`src/common/clr_pkg.sv`:
```
// Constants for the linear sensor line readout controller
package clr_pkg;
  localparam int unsigned CLK_HZ            = 40000000;
  // Transfer gate pulse width, least (ns)
  localparam int unsigned TG_PULSE_NS       = 5000;
  localparam int unsigned TG_PULSE_CYC      = (TG_PULSE_NS * (CLK_HZ / 1000000) + 999) / 1000;
  // Guard from gate edges to first shift clock, least (ns)
  localparam int unsigned TG_GUARD_NS       = 900;
  localparam int unsigned TG_GUARD_CYC      = (TG_GUARD_NS * (CLK_HZ / 1000000) + 999) / 1000;
  // Half period of the shift clock (ns), 1 MHz shift clock, one pixel per period
  localparam int unsigned SHIFT_HALF_NS     = 500;
  localparam int unsigned SHIFT_HALF_CYC    = (SHIFT_HALF_NS * (CLK_HZ / 1000000)) / 1000;
  // Reset gate pulse width (ns), least
  localparam int unsigned RB_PULSE_NS       = 110;
  localparam int unsigned RB_PULSE_CYC      = (RB_PULSE_NS * (CLK_HZ / 1000000) + 999) / 1000;
  localparam int unsigned PIX_W             = 16;
  localparam int unsigned CNT_W             = 16;
  localparam int unsigned FIFO_W            = 17;
  localparam int unsigned FIFO_D            = 8;
  localparam logic [CNT_W-1:0] PIX_RST      = 16'h29b8;
  localparam logic [2:0]  SUM_RST           = 3'h0;
  localparam logic        HIRES_RST         = 1'b1;
  localparam logic        LCLAMP_RST        = 1'b0;

  typedef enum logic [3:0] {
    CLR_IDLE  = 4'b0001,
    CLR_XFER  = 4'b0010,
    CLR_GUARD = 4'b0100,
    CLR_SHIFT = 4'b1000
  } clr_state_t;
endpackage

```
`src/clr_fifo.sv`:
```
// Small valid/ready FIFO for sampled pixel words
`timescale 1ns/10ps
`default_nettype none
module clr_fifo #(
  parameter int unsigned WIDTH = 17,
  parameter int unsigned DEPTH = 8
) (
  input  wire logic             clk_sys,
  input  wire logic             rst,
  input  wire logic             ce,
  input  wire logic             in_valid,
  output logic                  in_ready,
  input  wire logic [WIDTH-1:0] in_data,
  output logic                  out_valid,
  input  wire logic             out_ready,
  output logic      [WIDTH-1:0] out_data
);
  localparam int unsigned AW = $clog2(DEPTH);
  logic [WIDTH-1:0] mem [DEPTH];
  logic [AW-1:0]    wr_reg;
  logic [AW-1:0]    rd_reg;
  logic [AW:0]      cnt_reg;
  logic             push;
  logic             pop;

  assign in_ready  = (cnt_reg != DEPTH[AW:0]);
  assign out_valid = (cnt_reg != '0);
  assign out_data  = mem[rd_reg];
  assign push      = ce && in_valid && in_ready;
  assign pop       = ce && out_valid && out_ready;

  always_ff @(posedge clk_sys) begin
    if (push) begin
      mem[wr_reg] <= in_data;
    end
  end

  always_ff @(posedge clk_sys or posedge rst) begin
    if (rst) begin
      wr_reg  <= '0;
      rd_reg  <= '0;
      cnt_reg <= '0;
    end else begin
      if (push) begin
        wr_reg <= (wr_reg == AW'(DEPTH - 1)) ? '0 : wr_reg + 1'b1;
      end
      if (pop) begin
        rd_reg <= (rd_reg == AW'(DEPTH - 1)) ? '0 : rd_reg + 1'b1;
      end
      if (push && !pop) begin
        cnt_reg <= cnt_reg + 1'b1;
      end else if (pop && !push) begin
        cnt_reg <= cnt_reg - 1'b1;
      end
    end
  end
endmodule
`default_nettype wire

```
`src/clr_ctrl.sv`:
```
// Timing generator that drives a three-colour linear sensor and collects its pixels
`timescale 1ns/10ps
`default_nettype none
module clr_ctrl (
  input  wire logic                      clk_sys,
  input  wire logic                      rst,
  input  wire logic                      ce,
  input  wire logic                      line_start,
  input  wire logic                      hires_req,
  input  wire logic                      line_clamp_req,
  input  wire logic                      clamp_from_tg,
  input  wire logic [2:0]                sum_log2,
  input  wire logic [clr_pkg::CNT_W-1:0] pixels_per_line,
  input  wire logic [clr_pkg::PIX_W-1:0] adc_data,
  output logic                           transfer_gate_clock_a,
  output logic                           transfer_gate_clock_b,
  output logic                           transfer_gate_clock_c,
  output logic                           shift_clock_1,
  output logic                           shift_clock_2,
  output logic                           reset_gate_clock,
  output logic                           level_clamp_clock,
  output logic                           resolution_select,
  output logic                           busy,
  output logic                           pix_valid,
  input  wire logic                      pix_ready,
  output logic [clr_pkg::PIX_W-1:0]      pix_data,
  output logic                           pix_last
);
  import clr_pkg::*;

  clr_state_t             state_reg;
  logic [CNT_W-1:0]       tmr_reg;
  logic [CNT_W-1:0]       pix_reg;
  logic [6:0]             sum_reg;
  logic                   lclamp_reg;
  logic                   drop_reg;
  logic [PIX_W-1:0]       adc_s1_reg;
  logic [PIX_W-1:0]       adc_s2_reg;
  logic                   fin_valid;
  logic                   fin_ready;
  logic [FIFO_W-1:0]      fin_data;
  logic                   fout_valid;
  logic [FIFO_W-1:0]      fout_data;
  logic                   half_end;
  logic                   sample_now;
  logic [6:0]             sum_span;

  function automatic logic [6:0] span_of(input logic [2:0] l2);
    span_of = 7'(7'h01 << l2) - 7'h01;
  endfunction

  assign sum_span   = span_of(sum_log2);
  assign half_end   = (tmr_reg == CNT_W'(SHIFT_HALF_CYC - 1));
  // Pixel is read in the last cycle of the high half of shift_clock_1, on the edge where it falls
  assign sample_now = (state_reg == CLR_SHIFT) && half_end && shift_clock_1
                      && (sum_reg == '0) && !drop_reg;
  assign fin_valid  = sample_now;
  assign fin_data   = {(pix_reg == CNT_W'(1)), adc_s2_reg};

  // ADC word comes from another domain
  always_ff @(posedge clk_sys or posedge rst) begin
    if (rst) begin
      adc_s1_reg <= '0;
      adc_s2_reg <= '0;
    end else if (ce) begin
      adc_s1_reg <= adc_data;
      adc_s2_reg <= adc_s1_reg;
    end
  end

  // Sequencer; output FIFO back-pressure stalls the shift clock
  always_ff @(posedge clk_sys or posedge rst) begin
    if (rst) begin
      state_reg         <= CLR_IDLE;
      tmr_reg           <= '0;
      pix_reg           <= PIX_RST;
      sum_reg           <= '0;
      resolution_select <= HIRES_RST;
      lclamp_reg        <= LCLAMP_RST;
      drop_reg          <= 1'b0;
      busy              <= 1'b0;
    end else if (ce) begin
      case (state_reg)
        CLR_IDLE: begin
          if (line_start) begin
            if (hires_req != resolution_select) begin
              drop_reg <= 1'b1;
            end else begin
              drop_reg <= 1'b0;
            end
            resolution_select <= hires_req;
            lclamp_reg        <= line_clamp_req;
            pix_reg           <= (pixels_per_line == '0) ? CNT_W'(1) : pixels_per_line;
            tmr_reg           <= '0;
            busy              <= 1'b1;
            state_reg         <= CLR_XFER;
          end
        end
        CLR_XFER: begin
          if (tmr_reg == CNT_W'(TG_PULSE_CYC - 1)) begin
            tmr_reg   <= '0;
            state_reg <= CLR_GUARD;
          end else begin
            tmr_reg <= tmr_reg + 1'b1;
          end
        end
        CLR_GUARD: begin
          if (tmr_reg == CNT_W'(TG_GUARD_CYC - 1)) begin
            tmr_reg   <= '0;
            sum_reg   <= resolution_select ? 7'h00 : sum_span;
            state_reg <= CLR_SHIFT;
          end else begin
            tmr_reg <= tmr_reg + 1'b1;
          end
        end
        CLR_SHIFT: begin
          if (half_end && !(sample_now && !fin_ready)) begin
            tmr_reg <= '0;
            if (shift_clock_1) begin
              if (sum_reg != '0) begin
                sum_reg <= sum_reg - 1'b1;
              end else if (pix_reg == CNT_W'(1)) begin
                busy      <= 1'b0;
                state_reg <= CLR_IDLE;
              end else begin
                sum_reg <= resolution_select ? 7'h00 : sum_span;
                pix_reg <= pix_reg - 1'b1;
              end
            end
          end else if (!half_end) begin
            tmr_reg <= tmr_reg + 1'b1;
          end
        end
        default: state_reg <= CLR_IDLE;
      endcase
    end
  end

  // Sensor drive pins, all registered
  always_ff @(posedge clk_sys or posedge rst) begin
    if (rst) begin
      transfer_gate_clock_a <= 1'b0;
      transfer_gate_clock_b <= 1'b0;
      transfer_gate_clock_c <= 1'b0;
      shift_clock_1         <= 1'b1;
      shift_clock_2         <= 1'b0;
      reset_gate_clock      <= 1'b1;
      level_clamp_clock     <= 1'b1;
    end else if (ce) begin
      // Gate follows every XFER cycle one clock late, so it lasts the full pulse count
      transfer_gate_clock_a <= (state_reg == CLR_XFER);
      transfer_gate_clock_b <= (state_reg == CLR_XFER);
      transfer_gate_clock_c <= (state_reg == CLR_XFER);
      if (state_reg == CLR_SHIFT && half_end && !(sample_now && !fin_ready)) begin
        shift_clock_1 <= !shift_clock_1;
        shift_clock_2 <= shift_clock_1;
      end else if (state_reg != CLR_SHIFT) begin
        shift_clock_1 <= 1'b1;
        shift_clock_2 <= 1'b0;
      end
      if (state_reg != CLR_SHIFT) begin
        reset_gate_clock <= 1'b1;
        if (!lclamp_reg) begin
          level_clamp_clock <= 1'b1;
        end else if (clamp_from_tg) begin
          level_clamp_clock <= (state_reg != CLR_XFER);
        end else begin
          level_clamp_clock <= 1'b0;
        end
      end else begin
        // Reset pulse at start of each summed group; skipped pulses add charge
        reset_gate_clock  <= (sum_reg == (resolution_select ? 7'h00 : sum_span)) && !shift_clock_1
                             && (tmr_reg < CNT_W'(RB_PULSE_CYC));
        level_clamp_clock <= !lclamp_reg && !shift_clock_1 && (tmr_reg < CNT_W'(RB_PULSE_CYC));
      end
    end
  end

  clr_fifo #(
    .WIDTH(FIFO_W),
    .DEPTH(FIFO_D)
  ) u_fifo (
    .clk_sys  (clk_sys),
    .rst      (rst),
    .ce       (ce),
    .in_valid (fin_valid),
    .in_ready (fin_ready),
    .in_data  (fin_data),
    .out_valid(fout_valid),
    .out_ready(pix_ready && !(pix_valid && !pix_ready) || !pix_valid),
    .out_data (fout_data)
  );

  // Output stage so every port is a flip-flop
  always_ff @(posedge clk_sys or posedge rst) begin
    if (rst) begin
      pix_valid <= 1'b0;
      pix_data  <= '0;
      pix_last  <= 1'b0;
    end else if (ce) begin
      if (!pix_valid || pix_ready) begin
        pix_valid <= fout_valid;
        pix_data  <= fout_data[PIX_W-1:0];
        pix_last  <= fout_data[FIFO_W-1];
      end
    end
  end
endmodule
`default_nettype wire

```
`config.mk`:
```
export PLATFORM = sky130hd
export DESIGN_NAME = clr_ctrl
export DESIGN_NICKNAME = d
export VERILOG_FILES = /design/src/common/clr_pkg.sv /design/src/clr_fifo.sv /design/src/clr_ctrl.sv
export SDC_FILE = /design/constraint.sdc
export NUM_CORES = 1
export LEC_CHECK = 0
export BUFFER_PORTS_ARGS = -buffer_cell sky130_fd_sc_hd__clkbuf_2
export CAP_MARGIN = 25
export CELL_PAD_IN_SITES_DETAIL_PLACEMENT = 2
export CELL_PAD_IN_SITES_GLOBAL_PLACEMENT = 2
export CORE_AREA = 8 8 203 205
export CTS_BUF_LIST = sky130_fd_sc_hd__clkbuf_8
export DETAILED_ROUTE_END_ITERATION = 8
export DIE_AREA = 0 0 211 213
export GPL_ROUTABILITY_DRIVEN = 0
export PLACE_DENSITY_LB_ADDON = 0.15
export SYNTH_ARGS = -nofsm -noshare
export SYNTH_HDL_FRONTEND = slang
export SYNTH_HIERARCHICAL = 1
export SYNTH_SLANG_ARGS = --single-unit
```
`constraint.sdc`:
```
create_clock -name clk_sys -period 6.6 [get_ports clk_sys]
set_input_delay 0.66 -clock clk_sys [delete_from_list [all_inputs] [get_ports clk_sys]]
set_output_delay 0.66 -clock clk_sys [all_outputs]
set_load 0.01 [all_outputs]
```
; Word-level counts from Yosys, hierarchy flattened
; Memories as Yosys holds them, arrays and structs flattened. A register that Yosys moved wholly into a read port is not among the register bits.
; Cells that the tools add are included.
[op_classes]
n_addsub = 8
n_lt_le_gt_ge = 1
eq_ne = 25
shift = 1
n_mux = 49
reduce_logical = 48
[op_table]
columns = cell, n
row1 = $mux 16, 11
row2 = $pmux 16 s4, 1
row3 = $mux 7, 6
row4 = $mux 4, 9
row5 = $pmux 16 s2, 1
row6 = $logic_and 1x1->1, 19
row7 = $add 16x1->16 const B, 1
row8 = $eq 16x1->1 const B, 1
row9 = $eq 16x5->1 const B, 1
row10 = $eq 16x6->1 const B, 1
row11 = $eq 16x8->1 const B, 1
row12 = $logic_not 16->1, 1
row13 = $lt 16x3->1 const B, 1
row14 = $mux 1, 16
row15 = $pmux 4 s4, 1
row16 = $sub 16x1->16 const B, 1
row17 = $pmux 7 s2, 1
row18 = $reduce_and 7->1, 2
row19 = $sub 7x1->7 const B, 2
row20 = $ne 2x2->1 const B, 6
row21 = $logic_not 1->1, 10
row22 = $ne 4x4->1 const B, 2
row23 = $reduce_and 8->1, 1
row24 = $reduce_bool 2->1, 4
row25 = other kinds (25), 32
[totals]
reg_bits = 95
ram_bits = 136
in_bits = 43
output_inout_bits = 27
word_cells = 152
mem_count = 1
[memory_table]
columns = name, words, width, read_ports, rd_clocked_by_memory_dff, wr, line
row1 = u_fifo.mem, 8, 17, 1, 1, 1, clr_fifo.sv:19  ; logic [WIDTH-1:0] mem [DEPTH];

; Longest topological paths before layout
[logic_depth]
ltp_word = 11
depth_mapped = 14
depth_no_buf = 13

; By module
; The synthesis kept the hierarchy.
[modules_own_cells]
columns = mod, instances, cells_each, area_per_inst_um2, seq_area_each_um2
row1 = clr_fifo, 1, 263, 5854.4, 4334.2
row2 = clr_ctrl, 1, 524, 5338.9, 2567.5

; Worst setup path after synthesis
; No wires, ideal clock.
[synth_timing]
path_kind = register -> register
from = register sum_reg[0]
to = memory u_fifo.mem[0][0], enable pin
setup_time_ns = 0.435
t_arrival_ns = 3.898
t_required_ns = 6.165
path_slack_ns = 2.268
stages_incl_launch_ff = 9
n_path_buf = 1
period_less_slack_ns = 4.332
cell_sequence = dfrtp_1 -> inv_1 -> ha_1 -> or3b_2 -> clkbuf_1 -> or3_1 -> nor4b_1 -> nand3_2 -> nor4_1
[synth_via]
elab_chain_cells = 7
[synth_lines]
columns = item, line
row1 = start: declaration, clr_ctrl.sv:34  ; logic [6:0] sum_reg;
row2 = start signal: assignment, clr_ctrl.sv:110  ; sum_reg <= resolution_select ? 7'h00 : sum_span;
row3 = start signal: assignment, clr_ctrl.sv:121  ; sum_reg <= sum_reg - 1'b1;
row4 = start signal: assignment, clr_ctrl.sv:126  ; sum_reg <= resolution_select ? 7'h00 : sum_span;
row5 = $logic_not 7->1, clr_ctrl.sv:56  ; && (sum_reg == '0) && !drop_reg;
row6 = $logic_and 1x1->1 (2 in series), clr_ctrl.sv:56
row7 = via fin_valid, clr_ctrl.sv:39  ; logic fin_valid;
row8 = $logic_and 1x1->1 (2 in series), clr_fifo.sv:29  ; assign push = ce && in_valid && in_ready;
row9 = $mux 1, clr_fifo.sv:33  ; if (push) begin
row10 = $mux 1 (implied by the code), clr_fifo.sv:34  ; mem[wr_reg] <= in_data;
row11 = end: declaration, clr_fifo.sv:19
; The timed path passes the listed nets, and every way through them passes these cells.

; Final worst setup path
[layout_timing]
from = register sum_reg[0]
to = register u_fifo.cnt_reg[3]
[layout_via]
elab_chain_cells = 8
word_cells_on_any_way = 10
classes_between = 1 x mux / 9 x reduce/logical
[layout_lines]
columns = item, line
row1 = $logic_not 7->1 (*), clr_ctrl.sv:56
row2 = $logic_and 1x1->1 (*) (2 in series), clr_ctrl.sv:56
row3 = via fin_valid, clr_ctrl.sv:39
row4 = $logic_and 1x1->1 (*) (2 in series), clr_fifo.sv:29
row5 = via u_fifo.push, clr_fifo.sv:23  ; logic push;
row6 = $logic_not 1->1, clr_fifo.sv:52  ; end else if (pop && !push) begin
row7 = $logic_and 1x1->1, clr_fifo.sv:52
row8 = $reduce_bool 2->1 (no source line), --
row9 = end signal: assignment, clr_fifo.sv:51  ; cnt_reg <= cnt_reg + 1'b1;
row10 = end signal: assignment, clr_fifo.sv:53  ; cnt_reg <= cnt_reg - 1'b1;
row11 = end: declaration, clr_fifo.sv:22  ; logic [AW:0] cnt_reg;
; The timed path passes the listed nets; every way through them passes the cells marked *.
; A chain may end at the register's enable or synchronous reset.

==> flow_summary.ini <==
[global_routing]
groute.layer.met1.usage = 0.155
top_usage_layer = met2
groute.layer.met2.usage = 0.237
grt_max_degree = 66
first_global_vias = 8273
gr_overflow_total = 0
track_usage = 0.133
first_pass_grt_wire_length_mm = 46.9
groute.layer.met3.usage = 0.0338
grt_antenna_before_repair = 0

[critical_path]
worst_setup_path_start_kind = flop
crit_family = simple AND/OR/NAND/NOR gates
worst-endpoint-arrival_ns = 4.82
crit_path_required_time_ns = 7.07
worst_path_largest_cell_delay_ns = 0.55
setup.worst_path.class = flop to flop
cp-end-kind = flop
timing.critical_path.cells = inv_1 > ha_1 > or3b_2 > or3_1 > nor4b_1 > nand3_2 > inv_1 > ha_1 > inv_1 > ha_1 > or4_1 > nand3_1 > o221ai_1
timing.critical_path.slowest_stage_cell = or3b_2
worst-path-buf-inv = 3
critical_path_peak_fanout = 8

[floorplan]
boundaryPins = 70
die_area_um2 = 44900
die_x_um = 211
die_height_um = 213
floorplan.core_area_um2 = 38100
floorplan.initialDensity = 0.294
placement_rows = 72

[cts]
number_of_levels_the_h_tree_was_split_into = 2
worst_setup_hold_path_clk_slew_ns = 0.06
cts_resized = 0
clkSinkCount = 248
cts-buffers-inserted = 47
tritoncts_clock_tree = yes
cts_max_path_buffers = 3
hold_buffer_count_at_cts = 0
clkLatencyLatePin_ns = 0.63
postCtsSetupRepairBufs = 0
clk_root_buffer_cell = clkbuf_8

[sta]
tightest_slew_ns = 0.928
finalHoldViolations = 0
timing.final.setup_violations = 0
final_max_tran_viols = 0
rsz0062_at_grt = false
fin_skew_ns = 0.0377
tns_ns = 0
max_freq_ghz = 0.230
max_slew_margin = 0.381
min_period_over_period = 0.659
final.min_clock_period_ns = 4.35

[worst_hold_path]
min_path_type = input pin to async pin

[power_and_ir_drop]
peakVddDrop_mv = 0.167
powerDensity_nw_per_um2 = 327
leakagePower_uw = 0.00483

[layout]
largest-register = u_fifo/mem
finish.cell_count_without_fillers = 1433
drive_above_1_share = 0.328
layout-area-overhead-vs-synth_pct = 18.2
insertedDiodeCount = 0
finish.net_count = 933
largest_reg_flops = 136

[route]
wl_per_cell_um = 20.5
drt-vias-per-instance = 4.92
detail-route-antenna-nets = 0
detailedRoute.firstIterationViolations = 300
drtPass1Iterations = 4
drt-total-wl_mm = 29.3
drcViolationCount = 0
dr_total_vias = 7051

[place]
post-dp-hpwl_mm = 19.1
number_of_cells_in_the_design_after_placement = 1341
number_of_buffer_cells_added_on_primary_ports = 69

[logic_synthesis]
syn_area_um2 = 11200
synth-main-ff-cell = edfxtp_1
share_of_synthesized_area_occupied_by_flip_flops_and_latches = 0.617
synth_seq_cells = 248
synth_async_sr_flop_share = 0.452
yosys_warnings = 6
synth_edf_count = 136
netlist_instances = 787
synth_cell_types = 73
synthesis.nets = 843
syn_avg_cell_area_um2 = 14.2

[run_status]
outcome = completed

[flow_run]
cap_violations = 0
Yosys cell counts (4+ instances only):
cell type / n / share of area
nand2b_1: 9 / 0.0050
dfrtp_1: 100 / 0.22
mux2_2: 79 / 0.079
and3_1: 4 / 0.0022
nor3_1: 27 / 0.012
nand3b_1: 5 / 0.0034
nor2b_1: 6 / 0.0034
clkbuf_1: 30 / 0.010
ha_1: 12 / 0.013
dfstp_2: 12 / 0.028
nor4_1: 12 / 0.0067
o31ai_1: 9 / 0.0060
a22o_1: 10 / 0.0078
buf_6: 6 / 0.0060
nand3_1: 13 / 0.0058
xnor2_1: 4 / 0.0031
nor4b_1: 4 / 0.0031
inv_1: 16 / 0.0054
nand4_1: 7 / 0.0039
o211ai_1: 4 / 0.0027
o21ai_1: 11 / 0.0049
nor2_1: 37 / 0.012
nand2_1: 44 / 0.015
or3_1: 8 / 0.0045
o22ai_1: 5 / 0.0028
mux4_1: 10 / 0.023
a21oi_2: 4 / 0.0031
edfxtp_1: 136 / 0.36
o21ai_0: 28 / 0.013
a2bb2oi_1: 9 / 0.0070
mux4_2: 24 / 0.048
a21oi_1: 31 / 0.014
buf_1: 5 / 0.0017
cells in the final DEF, fill, tap and decap left out, drive strengths merged, types with 3 or more instances in the layout:
| master | count |
|---|---|
| a21o | 3 |
| a21oi | 35 |
| a22o | 10 |
| a22oi | 3 |
| a2bb2oi | 9 |
| and2 | 3 |
| and3 | 5 |
| buf | 17 |
| bufinv | 3 |
| clkbuf | 123 |
| clkinv | 12 |
| dfrtp | 100 |
| dfstp | 12 |
| edfxtp | 136 |
| ha | 12 |
| inv | 34 |
| mux2 | 82 |
| mux2i | 3 |
| mux4 | 34 |
| nand2 | 44 |
| nand2b | 9 |
| nand3 | 14 |
| nand3b | 5 |
| nand4 | 7 |
| nor2 | 37 |
| nor2b | 6 |
| nor3 | 27 |
| nor4 | 12 |
| nor4b | 4 |
| o211ai | 4 |
| o21a | 3 |
| o21ai | 39 |
| o22ai | 5 |
| o31ai | 9 |
| or3 | 8 |
| or4 | 5 |
| or4b | 4 |
| xnor2 | 4 |
kinds of logic (layout without fill, tap and decap cells):
group | Yosys count | count (layout) | share of synthesized area
DFF | 248 | 248 | 0.617
xor gates and xnor gates | 4 | 4 | 0.00313
AOI/OAI and AO/OA | 142 | 142 | 0.0856
buffers and inverters | 61 | 189 | 0.0254
and+or+nand+nor | 200 | 200 | 0.0961
muxes | 119 | 119 | 0.158
adders and majority gates | 13 | 13 | 0.0152
worst paths after layout:
path                                           start                             to  slack, ns  cells past startpoint
min in group clk_sys                    adc_data[12]     adc_s1_reg[12]$_DFFE_PP0P_       0.27                      2
max in group asynchronous                        rst         pix_reg[3]$_DFFE_PP1P_       5.50                      4
hold / removal                                   rst  u_fifo/cnt_reg[1]$_DFFE_PP0P_       0.06                      2
hold reg to reg            shift_clock_2$_DFFE_PP0P_      shift_clock_2$_DFFE_PP0P_       0.49                      1
setup reg to reg              sum_reg[0]$_DFFE_PP0P_  u_fifo/cnt_reg[3]$_DFFE_PP0P_       2.25                     13
setup / recovery              sum_reg[0]$_DFFE_PP0P_  u_fifo/cnt_reg[3]$_DFFE_PP0P_       2.25                     13
per-layer routing:
| layer | up-vias | wire length [µm] |
|---|---|---|
| li1 | 3249 | - |
| met4 | 0 | 773 |
| met1 | 3629 | 12400 |
| met3 | 54 | 1230 |
| met2 | 119 | 14900 |
| met5 | - | 0 |
power by group:
| group | internal [µW] | switching [µW] | total [µW] |
|---|---|---|---|
| clock | 876 | 702 | 1580 |
| sequential | 1830 | 198 | 2030 |
| combinational | 308 | 412 | 720 |
| total | 3010 | 1310 | 4320 |
metrics by stage:
step | worst slack, ns | total power [µW] | util | hold WS [ns] | instance area, µm²
CTS | 2.28 | 4400 | 0.344 | 0.0278 | 13100
floorplan | 2.27 | 2540 | - | 0.462 | 11200
global route | 1.93 | 4580 | 0.347 | 0.0505 | 13200
detailed placement | 2.31 | 2790 | 0.318 | 0.476 | 12100
global placement | 2.59 | 2730 | 0.317 | 0.468 | 12100
finish | 2.25 | 4320 | 0.347 | 0.0578 | 13200
layout make-up:
cell class | instances | area, µm²
flip-flops and latches | 248 | 6900
inverters | 16 | 62.6
clock inverters | 33 | 241
multi-input cells | 478 | 4050
well taps | 518 | 648
repair buffers | 86 | 581
clock buffers | 54 | 743
fillers | 3935 | 24900
Note: power is estimated with default switching activity, not from simulation.
